==> src/hw/msh_map.svh <==
// Notes on behaviour
// - A media insertion is reported to the host once; later commands do not repeat it.
// - In ATA mode an insertion sets the media-changed flag, error register bit 5.
// - In ATA mode a removal sets the no-media flag, error register bit 1.
// - In ATAPI mode an insertion yields sense key 06h with additional sense code 28h.
// - In ATAPI mode a removal yields sense key 02h with additional sense code 3Ah.
// - GET MEDIA STATUS ends normally with media present and no change pending, else with error and a media flag.
// - A failing ATA read or write leaves the same error register flags as GET MEDIA STATUS.
// - TEST UNIT READY ends normally with media present and no change pending; on error the host fetches sense data.
// - A failing ATAPI read or write yields the same sense codes as TEST UNIT READY.
// - Sleep with an accepted storage device attached keeps bus power on and only suspends the bus.
// - Sleep with no storage device attached switches bus power off.
// - The too-many-devices error rises when the third or a later device attaches.
// - No compliance error changes either card-detect output.
// - Devices that NAK without end or return a malformed status wrapper are refused.
// - The interrupt request is a level that signals status register changes.
`ifndef MSH_MAP_SVH
`define MSH_MAP_SVH
// ----------------------------------------
// Register byte offsets
// ----------------------------------------
`define MSH_OFS_CTRL   8'h00
`define MSH_OFS_CMD    8'h04
`define MSH_OFS_STATUS 8'h08
`define MSH_OFS_ERROR  8'h0C
`define MSH_OFS_SENSE  8'h10
`define MSH_OFS_PORT   8'h14
// ----------------------------------------
// Fields, codes and reset values
// ----------------------------------------
`define MSH_ERR_MC_BIT    5
`define MSH_ERR_NM_BIT    1
`define MSH_ST_ERR_BIT    0
`define MSH_ST_RDY_BIT    6
`define MSH_ST_BSY_BIT    7
`define MSH_STATUS_RST    8'h50
`define MSH_KEY_CHANGE    4'h6
`define MSH_ASC_CHANGE    8'h28
`define MSH_KEY_NOT_READY 4'h2
`define MSH_ASC_NO_MEDIA  8'h3A
`define MSH_CMD_GMS       8'h01
`define MSH_CMD_TUR       8'h02
`define MSH_CMD_SENSE     8'h03
`define MSH_CMD_READ      8'h04
`define MSH_CMD_WRITE     8'h05
`define MSH_CMD_SLEEP     8'h06
`define MSH_DEV_LIMIT     3'h3
`endif

==> src/hw/msh_pkg.sv <==
package msh_pkg;
    // Command engine states
    typedef enum logic [1:0] {ST_IDLE, ST_EXEC, ST_POST} msh_state_t;
    // Sense data pair
    typedef struct packed {
        logic [3:0] key;
        logic [7:0] additional_sense_code;
    } msh_sense_t;
    // Compliance error outputs
    typedef struct packed {
        logic unsup;
        logic devs;
        logic hubs;
    } msh_comp_t;
endpackage : msh_pkg

==> src/hw/msh_top.sv <==
// Our own choices: the placing of the registers and the Wishbone register port.
`timescale 1ns/10ps
`default_nettype none
`include "msh_map.svh"
module msh_top (
    input  wire logic              CLK_SYS,
    input  wire logic              RESETN,
    input  wire logic              WB_CYC_I,
    input  wire logic              WB_STB_I,
    input  wire logic              WB_WE_I,
    input  wire logic [7:0]        WB_ADR_I,
    input  wire logic [3:0]        WB_SEL_I,
    input  wire logic [31:0]       WB_DAT_I,
    output logic [31:0]            WB_DAT_O,
    output logic                   WB_ACK_O,
    input  wire logic              MEDIA_PRESENT,
    input  wire logic              STORAGE_PRESENT,
    input  wire logic              DEV_ATTACH,
    input  wire logic              DEV_DETACH,
    input  wire logic              DEV_UNSUPPORTED,
    input  wire logic              HUB_LIMIT,
    input  wire logic              DEV_REFUSE,
    output logic                   BUS_POWER_ENABLE,
    output logic                   BUS_SUSPEND,
    output logic                   CARD_DETECT_OUT_A_N,
    output logic                   CARD_DETECT_OUT_B_N,
    output msh_pkg::msh_comp_t     COMPLIANCE_ERR,
    output logic                   HOST_INTERRUPT_REQUEST
);
    import msh_pkg::*;

    // ----------------------------------------
    // Address decode
    // ----------------------------------------
    // Used by both the read mux and the write strobes
    function automatic logic hit(input logic [7:0] adr, input logic [7:0] ofs);
        hit = (adr == ofs);
    endfunction : hit

    // ----------------------------------------
    // State
    // ----------------------------------------
    // Bus reply: one-cycle ack and the word read with it
    logic        ack_r, ack_nxt;
    logic [31:0] dat_r, dat_nxt;
    // Pin synchronisers and the last settled media level
    logic        med_s1_r, med_s2_r, med_prev_r;
    logic        sto_s1_r, sto_s2_r;
    // Mode and command engine
    logic        atapi_r, atapi_nxt;
    msh_state_t  state_r, state_nxt;
    logic [7:0]  cmd_r, cmd_nxt;
    logic [7:0]  status_r, status_nxt;
    logic [7:0]  error_r, error_nxt;
    msh_sense_t  sense_r, sense_nxt;
    // Sense waiting for REQUEST SENSE; the visible copy moves only then
    msh_sense_t  spend_r, spend_nxt;
    logic        mc_pend_r, mc_pend_nxt;
    logic        refused_r, refused_nxt;
    // Downstream port power, suspend and compliance state
    logic        pwr_r, pwr_nxt;
    logic        susp_r, susp_nxt;
    logic        irq_r, irq_nxt;
    logic [2:0]  cnt_r, cnt_nxt;
    msh_comp_t   comp_r, comp_nxt;
    logic        cda_r, cda_nxt;
    logic        cdb_r, cdb_nxt;

    // ----------------------------------------
    // Derived terms
    // ----------------------------------------
    logic wr_go, rd_go, med_ok, sto_ok, ins, rem, media_cmd;

    // Bus strobes fire in the ack cycle, where a write takes effect
    assign wr_go     = WB_CYC_I & WB_STB_I & WB_WE_I & ack_r;
    assign rd_go     = WB_CYC_I & WB_STB_I & ~WB_WE_I & ack_r;

    // Media counts as usable only behind an accepted storage device
    assign sto_ok    = sto_s2_r & ~refused_r;
    assign med_ok    = med_s2_r & sto_ok;

    // Edges of the settled media pin; prev resets low, so media
    // already present at reset is reported once as an insertion
    assign ins       = med_s2_r & ~med_prev_r;
    assign rem       = ~med_s2_r & med_prev_r;

    // Commands that touch the media and so report its state
    assign media_cmd = (cmd_r == `MSH_CMD_GMS) | (cmd_r == `MSH_CMD_TUR) |
                       (cmd_r == `MSH_CMD_READ) | (cmd_r == `MSH_CMD_WRITE);

    // ----------------------------------------
    // Next-state logic
    // ----------------------------------------
    always_comb begin
        ack_nxt     = WB_CYC_I & WB_STB_I & ~ack_r;
        dat_nxt     = 32'h0000_0000;
        atapi_nxt   = atapi_r;
        state_nxt   = state_r;
        cmd_nxt     = cmd_r;
        status_nxt  = status_r;
        error_nxt   = error_r;
        sense_nxt   = sense_r;
        spend_nxt   = spend_r;
        mc_pend_nxt = mc_pend_r;
        refused_nxt = refused_r;
        pwr_nxt     = pwr_r;
        susp_nxt    = susp_r;
        irq_nxt     = irq_r;
        cnt_nxt     = cnt_r;
        comp_nxt    = comp_r;

        // Read data captured one edge early so it is valid with ack
        // Only a read being taken loads it: the bus shows zero outside
        // ack, and an address left standing cannot leak a register
        if (WB_CYC_I & WB_STB_I & ~WB_WE_I & ~ack_r) begin
            if (hit(WB_ADR_I, `MSH_OFS_CTRL)) begin
                dat_nxt[0] = atapi_r;
            end else if (hit(WB_ADR_I, `MSH_OFS_STATUS)) begin
                dat_nxt[7:0] = status_r;
            end else if (hit(WB_ADR_I, `MSH_OFS_ERROR)) begin
                dat_nxt[7:0] = error_r;
            end else if (hit(WB_ADR_I, `MSH_OFS_SENSE)) begin
                dat_nxt[15:0] = {sense_r.additional_sense_code, 4'h0, sense_r.key};
            end else if (hit(WB_ADR_I, `MSH_OFS_PORT)) begin
                dat_nxt[9:0] = {cnt_r, comp_r, med_ok, sto_ok, susp_r, pwr_r};
            end
        end

        // Mode control
        if (wr_go & WB_SEL_I[0] & hit(WB_ADR_I, `MSH_OFS_CTRL)) begin
            atapi_nxt = WB_DAT_I[0];
        end

        // Reading status acknowledges the interrupt, as on an ATA port
        if (rd_go & hit(WB_ADR_I, `MSH_OFS_STATUS)) begin
            irq_nxt = 1'b0;
        end

        // Refusal holds until the storage device goes away
        if (!sto_s2_r) begin
            refused_nxt = 1'b0;
        end
        if (DEV_REFUSE) begin
            refused_nxt = 1'b1;
        end

        // Removal cancels a pending change; insertion sets it
        if (rem) begin
            mc_pend_nxt = 1'b0;
        end

        // Command engine
        case (state_r)
            ST_IDLE: begin
                // Commands written while busy are dropped
                if (wr_go & WB_SEL_I[0] & hit(WB_ADR_I, `MSH_OFS_CMD)) begin
                    cmd_nxt    = WB_DAT_I[7:0];
                    status_nxt = 8'h00;
                    status_nxt[`MSH_ST_BSY_BIT] = 1'b1;
                    state_nxt  = ST_EXEC;
                end
            end
            ST_EXEC: begin
                status_nxt = 8'h00;
                status_nxt[`MSH_ST_RDY_BIT] = 1'b1;
                error_nxt  = 8'h00;
                pwr_nxt    = 1'b1;
                susp_nxt   = 1'b0;
                if (cmd_r == `MSH_CMD_SLEEP) begin
                    if (sto_ok) begin
                        susp_nxt = 1'b1;
                    end else begin
                        pwr_nxt  = 1'b0;
                    end
                end else if (cmd_r == `MSH_CMD_SENSE) begin
                    // Hand over the latched sense and consume it
                    sense_nxt = spend_r;
                    spend_nxt = '0;
                    // No media is tested first, so it beats a pending change
                end else if (media_cmd & !med_ok) begin
                    status_nxt[`MSH_ST_ERR_BIT] = 1'b1;
                    if (atapi_r) begin
                        spend_nxt = '{key: `MSH_KEY_NOT_READY, additional_sense_code: `MSH_ASC_NO_MEDIA};
                    end else begin
                        error_nxt[`MSH_ERR_NM_BIT] = 1'b1;
                    end
                end else if (media_cmd & mc_pend_r) begin
                    status_nxt[`MSH_ST_ERR_BIT] = 1'b1;
                    mc_pend_nxt = 1'b0;
                    if (atapi_r) begin
                        spend_nxt = '{key: `MSH_KEY_CHANGE, additional_sense_code: `MSH_ASC_CHANGE};
                    end else begin
                        error_nxt[`MSH_ERR_MC_BIT] = 1'b1;
                    end
                end
                // Read and write share the same checks above
                state_nxt = ST_POST;
            end
            ST_POST: begin
                // Status settled last edge, so error precedes interrupt
                irq_nxt   = 1'b1;
                state_nxt = ST_IDLE;
            end
            default: begin
                state_nxt = ST_IDLE;
            end
        endcase

        // An insertion in the very cycle of a report stays pending
        if (ins) begin
            mc_pend_nxt = 1'b1;
        end

        // Downstream device count saturates at seven
        // Attach and detach in one cycle cancel each other out
        if (DEV_ATTACH & ~DEV_DETACH & (cnt_r != 3'h7)) begin
            cnt_nxt = cnt_r + 3'h1;
        end else if (DEV_DETACH & ~DEV_ATTACH & (cnt_r != 3'h0)) begin
            cnt_nxt = cnt_r - 3'h1;
        end

        // Compliance errors; latched ones clear when the port empties
        // Device count error follows the count itself, so it drops
        // as soon as fewer than three devices remain, with no software clear needed
        comp_nxt.devs = (cnt_nxt >= `MSH_DEV_LIMIT);
        if (cnt_r == 3'h0) begin
            comp_nxt.unsup = 1'b0;
            comp_nxt.hubs  = 1'b0;
        end
        if (DEV_UNSUPPORTED) begin
            comp_nxt.unsup = 1'b1;
        end
        if (HUB_LIMIT) begin
            comp_nxt.hubs = 1'b1;
        end
    end

    // Card detect follows media and accepted storage only, never compliance
    assign cda_nxt = ~med_ok;
    assign cdb_nxt = ~sto_ok;

    // ----------------------------------------
    // Registers
    // ----------------------------------------
    always_ff @(posedge CLK_SYS) begin
        // Pins pass two flops before use
        // Kept outside the reset so they flush while reset is held
        med_s1_r <= MEDIA_PRESENT;
        med_s2_r <= med_s1_r;
        sto_s1_r <= STORAGE_PRESENT;
        sto_s2_r <= sto_s1_r;
        if (!RESETN) begin
            med_prev_r <= 1'b0;
            ack_r      <= 1'b0;
            dat_r      <= 32'h0000_0000;
            atapi_r    <= 1'b0;
            state_r    <= ST_IDLE;
            cmd_r      <= 8'h00;
            status_r   <= `MSH_STATUS_RST;
            error_r    <= 8'h00;
            sense_r    <= '0;
            spend_r    <= '0;
            mc_pend_r  <= 1'b0;
            refused_r  <= 1'b0;
            pwr_r      <= 1'b1;
            susp_r     <= 1'b0;
            irq_r      <= 1'b0;
            cnt_r      <= 3'h0;
            comp_r     <= '0;
            cda_r      <= 1'b1;
            cdb_r      <= 1'b1;
        end else begin
            med_prev_r <= med_s2_r;
            ack_r      <= ack_nxt;
            dat_r      <= dat_nxt;
            atapi_r    <= atapi_nxt;
            state_r    <= state_nxt;
            cmd_r      <= cmd_nxt;
            status_r   <= status_nxt;
            error_r    <= error_nxt;
            sense_r    <= sense_nxt;
            spend_r    <= spend_nxt;
            mc_pend_r  <= mc_pend_nxt;
            refused_r  <= refused_nxt;
            pwr_r      <= pwr_nxt;
            susp_r     <= susp_nxt;
            irq_r      <= irq_nxt;
            cnt_r      <= cnt_nxt;
            comp_r     <= comp_nxt;
            cda_r      <= cda_nxt;
            cdb_r      <= cdb_nxt;
        end
    end

    // ----------------------------------------
    // Outputs
    // ----------------------------------------
    // Every output comes straight from a flop, so no glitch leaves the block
    assign WB_ACK_O               = ack_r;
    assign WB_DAT_O               = dat_r;
    assign BUS_POWER_ENABLE       = pwr_r;
    assign BUS_SUSPEND            = susp_r;
    assign CARD_DETECT_OUT_A_N    = cda_r;
    assign CARD_DETECT_OUT_B_N    = cdb_r;
    assign COMPLIANCE_ERR         = comp_r;
    assign HOST_INTERRUPT_REQUEST = irq_r;
endmodule : msh_top
`default_nettype wire

==> config.mk <==
export PLATFORM = sky130hd
export DESIGN_NAME = msh_top
export DESIGN_NICKNAME = d
export VERILOG_FILES = /design/src/hw/msh_pkg.sv /design/src/hw/msh_top.sv
export VERILOG_INCLUDE_DIRS = /design/src /design/src/hw
export SDC_FILE = /design/constraint.sdc
export NUM_CORES = 1
export LEC_CHECK = 0
export BUFFER_PORTS_ARGS = -buffer_cell sky130_fd_sc_hd__buf_2
export CAP_MARGIN = 40
export CORE_MARGIN = 3
export CORE_UTILIZATION = 53
export CTS_BUF_LIST = sky130_fd_sc_hd__clkbuf_4
export DETAILED_ROUTE_END_ITERATION = 16
export PLACE_DENSITY = 0.86
export SLEW_MARGIN = 0
export SYNTH_ARGS = -nofsm -noshare
export SYNTH_HDL_FRONTEND = slang
export SYNTH_SLANG_ARGS = --single-unit
export TNS_END_PERCENT = 30
==> constraint.sdc <==
create_clock -name CLK_SYS -period 3.3 [get_ports CLK_SYS]
set_input_delay 0.495 -clock CLK_SYS [delete_from_list [all_inputs] [get_ports CLK_SYS]]
set_output_delay 0.495 -clock CLK_SYS [all_outputs]
set_load 0.02 [all_outputs]
=== Word level (Yosys, flattened, before mapping) ===
Index checks and enable logic that the tools add are counted.

* Memory bits (writable): 0
* Register bits after elaboration: 96
* Word-level logic and storage cells: 152
* Memories kept: 0
* Memory bits (read-only): 0
* Input bits: 56
* Latch bits: 0

* Bitwise logic cells: 37
* Equal/unequal tests: 18
* Magnitude comparators: 1
* Add/subtract/negate cells: 2
* Reductions and logical operators: 18
* Mux-type cells: 45
* $mul: 0
* Divide/modulo/power cells: 0
* Shifts and indexed selects: 0

{| class="wikitable"
|+ Operators by type and width
! operator !! number
|-
| two-way mux 12 bit || 5
|-
| equality test 8 x 3 -> 1 bit, second input constant || 4
|-
| two-way mux 1 bit || 30
|-
| two-way mux 8 bit || 3
|-
| bitwise AND 1 bit || 21
|-
| two-way mux 10 bit || 2
|-
| equality test 8 x 2 -> 1 bit, second input constant || 2
|-
| equality test 8 x 4 -> 1 bit, second input constant || 2
|-
| equality test 8 x 5 -> 1 bit, second input constant || 2
|-
| case mux 8 bit (2 select lines) || 1
|-
| inverter 1 bit || 13
|-
| != test 3 bit, second input constant || 3
|-
| equality test 8 x 1 -> 1 bit, second input constant || 1
|-
| zero test 8 bit || 1
|-
| nonzero test 2 bit || 4
|-
| two-way mux 3 bit || 2
|-
| AND reduction 2 bit || 3
|-
| nonzero test 3 bit || 2
|-
| OR reduction 6 bit || 1
|-
| AND reduction 5 bit || 1
|-
| OR reduction 5 bit || 1
|-
| != test 2 bit, second input constant || 2
|-
| case mux 2 bit (2 select lines) || 1
|-
| adder 3 x 1 -> 3 bit, second input constant || 1
|-
| 11 further kinds || 13
|}

=== Depth between registers and ports, before layout ===
* Depth after elaboration: 11
* Gate-level depth with buffers: 7
* Depth with buffers taken out: 7

=== Worst setup path before layout ===
No wires, ideal clock.

* Path type: input-to-reg
* From: in WB_ADR_I[7]
* To: reg atapi_r
* Arrival time: 1.860 ns
* Buffers on the path: 0
* Setup slack: 1.313 ns
* Required time: 3.172 ns
* Stages: 5
* Path through: or4_4 -> or3_4 -> nor4b_4 -> mux2i_1 -> nor2_1

* Word-level cells in the longest chain between the ends: 2

{| class="wikitable"
|+ Ends and longest elaborated chain
! element !! RTL line !! text
|-
| start: declaration || msh_top.sv:11 || <nowiki>input wire logic [7:0] WB_ADR_I,</nowiki>
|-
| zero test 8 bit || msh_top.sv:37 || <nowiki>hit = (adr == ofs);</nowiki>
|-
| bitwise AND 1 bit || msh_top.sv:130 || <nowiki>if (wr_go & WB_SEL_I[0] & hit(WB_ADR_I, `MSH_OFS_CTRL)) begin</nowiki>
|-
| end signal: assignment || msh_top.sv:276 || <nowiki>atapi_r <= atapi_nxt;</nowiki>
|-
| end: declaration || msh_top.sv:50 || <nowiki>logic atapi_r, atapi_nxt;</nowiki>
|}

No other way between the ends.
A chain may end at the register's enable or synchronous reset.

=== Worst setup path in the final report ===
* From: in WB_ADR_I[7]
* To: reg cmd_r[0]

* Word-level cells in the longest chain between the ends: 3

{| class="wikitable"
|+ Ends and longest elaborated chain
! element !! RTL line !! text
|-
| equality test 8 x 3 -> 1 bit || msh_top.sv:37 ||
|-
| bitwise AND 1 bit || msh_top.sv:156 || <nowiki>if (wr_go & WB_SEL_I[0] & hit(WB_ADR_I, `MSH_OFS_CMD)) begin</nowiki>
|-
| AND reduction 2 bit (no line) || -- ||
|-
| end signal: assignment || msh_top.sv:278 || <nowiki>cmd_r <= cmd_nxt;</nowiki>
|-
| end: declaration || msh_top.sv:52 || <nowiki>logic [7:0] cmd_r, cmd_nxt;</nowiki>
|}

No other way between the ends.

==> results.toml <==
[outcome]
status = "completed"

[layout]
drive_gt1_frac = 0.2164
postLayoutCellArea_sq_um = 2540
num_antenna_cells = 0
area_growth_pct = 10.93
fin_nets = 364
post-route-util = 0.6216

[clock_network]
cts_resized = 0
clock_latency_ns = 0.37
cts_num_sinks = 54
ctsRootBufferMaster = "clkbuf_4"
clkSlewWorstSetupHoldPaths_ns = 0.15
cts_buffer_depth = 2
cts_buffers = 5
h-tree-depth = 2
cts_tree = "yes"
ctsHoldBuffers = 0
cts_setup_buffers = 0

[sta]
clock_skew_ns = 0.01539
rsz0062_at_grt = "no"
worst_pin_slew_ns = 0.5850
fmax_ghz = 0.5214
final_hold_viol_count = 0
relSlewSlack = 0.6068
finalSetupViolations = 0
fin_hold_ws_ns = 0.2051
totalNegativeSetupSlack_ns = 0
drv_slew = 0
fin_crit_sh = 0.5812
period_needed_ns = 1.918

[yosys]
synthFlopType = "dfxtp_1"
synth_top_cells_by_count = "dfxtp_1 (54), nor2_1 (28), nand2_1 (24)"
synth-edff-count = 0
yosysUniqueCellTypes = 46
synth_top_area_share = 0.4721
synth_area_per_cell_sq_um = 8.841
synth_largest_area_cell = "dfxtp_1"
ys_ff_latch = 54
netlist_instances = 259
yosys_warnings = 0
async_reset_ff_frac = 0
yosysMostFrequentCell = "dfxtp_1"
synth_area_leaders = "dfxtp_1 (47%), buf_4 (6.6%), nor2_1 (4.6%)"
seq_area_frac_synth = 0.4721
syn_area_sq_um = 2290

[floorplan]
start_util = 0.5603
die_y_um = 71.73
die_w_um = 71.73
die_area_sq_um = 5145
num_io_pins = 97
num_rows = 23
core_sq_um = 4086

[detailed_routing]
drt_iter0_drc = 104
routed_via_density = 5.180
remaining_drc_errors = 0
first_pass_iters = 4
wl_mm = 4.319
wire_per_inst_um = 12.17
ant_nets = 0
via_count = 1839

[grt]
grt_usage = 0.1726
overflow = 0
grt_max_degree = 27
grt_pass1_wl_mm = 6.941
grt_pass1_vias = 1533
antenna_found_initial = 0

[power]
power_density_nw_per_um2 = 431.5
clockPowerShare = 0.263
sw_frac_of_total = 0.2665
netSwitchingPower_uw = 292.0
power_frac_comb = 0.116
finalPower_uw = 1096
p_int_uw = 803.9
p_leak_uw = 0.001094
seq_power_share = 0.621
ir_drop_mv = 0.3120

[setup_path]
reg2reg_to = "spend_r[10]"
required_ns = 3.55
slowest_stage = "or4_4"
crit_type = "in -> reg"
ff2ff_path_depth = 5
critPathMaxStageDelay_ns = 0.55
timing.critical_path.from = "WB_ADR_I[7]"
cp-end-kind = "register"
arrival_ns = 2.17
timing.reg2reg.setup_slack_ns = 1.50
cp_max_fo = 19
r2r-start = "state_r[1]"
crit_chain = "buf_2 -> or4_4 -> nor3_2 -> nand4_2 -> nand3_1 -> o21ai_0"
setup.worst_path.start_class = "input port"

[hold_path]
whs_path_depth = 1
min_from = "MEDIA_PRESENT"
hold_path_class = "in -> reg"
hold_path_end = "med_s1_r"

[placement]
place.gp.congestion = 0.8538
portBuffers = 50
dp_hpwl_mm = 3.282
placed_cell_area_sq_um = 2481

[flow_run]
drv_cap = 0
stage by stage:
step           setup slack [ns]  instances
2_1_floorplan             1.313        277
3_3_place_gp              1.040        347
3_5_place_dp             0.9766        347
4_1_cts                   1.396        355
5_1_grt                   1.230        355
6_report                  1.382        355
registers in the layout, indices dropped and copies added (netlist names), 2 cells and up:
| signal | count |
|---|---|
| cmd_r | 8 |
| status_r | 4 |
| cnt_r | 3 |
| COMPLIANCE_ERR | 3 |
| spend_r | 3 |
| state_r | 2 |
| sense_r | 3 |
| WB_DAT_O | 12 |
| error_r | 2 |
power by group through the flow:
stage               logic, uW  clock network [uW]  registers, uW
floorplan                97.2                   0            698
global placement          121                   0            694
detailed placement        126                   0            695
CTS                       127                 299            681
global route              140                 328            683
finish                    127                 288            680
kinds of logic (layout without fill, tap and decap cells):
kind of cell               after synthesis  after routing  share of synthesized area
AOI/OAI and AO/OA                       47             47                     0.1301
adders and majority gates                4              4                    0.02186
other                                    1             19                   0.001638
buffers and inverters                   37             65                    0.09399
and+or+nand+nor                        110            110                     0.2552
muxes                                    4              4                    0.01749
xor gates and xnor gates                 2              2                   0.007652
DFF                                     54             54                     0.4721
critical path: cells and delay by family:
family / cells / cell delay, ns
AO/OA/AOI/OAI: 1 / 0.09
buffers and inverters: 1 / 0.11
AND/OR/NAND/NOR: 4 / 1.47
worst max path at each step:
| stage | endpoint |
|---|---|
| 2_1_floorplan | atapi_r |
| 3_3_place_gp | cmd_r[0] |
| 6_report | cmd_r[0] |
| 3_5_place_dp | status_r[6] |
| 4_1_cts | status_r[6] |
| 5_1_grt | cmd_r[7] |
layer usage:
metal	wire length, um	GRT usage	up-vias	share of wire
li1	-	-	950	-
met1	1949	0.2254	809	0.45
met4	120	0.08351	0	0.028
met5	0	0	-	0
met2	1898	0.2663	70	0.44
met3	351	0.04348	10	0.081
placed cells by master (no fill, tap or decap), types with 7 or more instances in the layout:
cell type and n:
inv_1 7, dfxtp_1 54, nor2_1 28, a22oi_1 8
nor3_1 8, conb_1 19, nand2_1 24, a21oi_1 11
nand3_1 14, buf_2 50, o21ai_1 7
area by class of cell:
cell class,count,area (sq um)
fillers,378,1546
flip-flops and latches,54,1081
multi-input cells,186,1061
repair buffers,50,250.2
well taps,50,62.56
clock buffers,6,45.04
inverters,7,26.28
clock inverters,2,13.76
(Power assumes the default switching activity.)
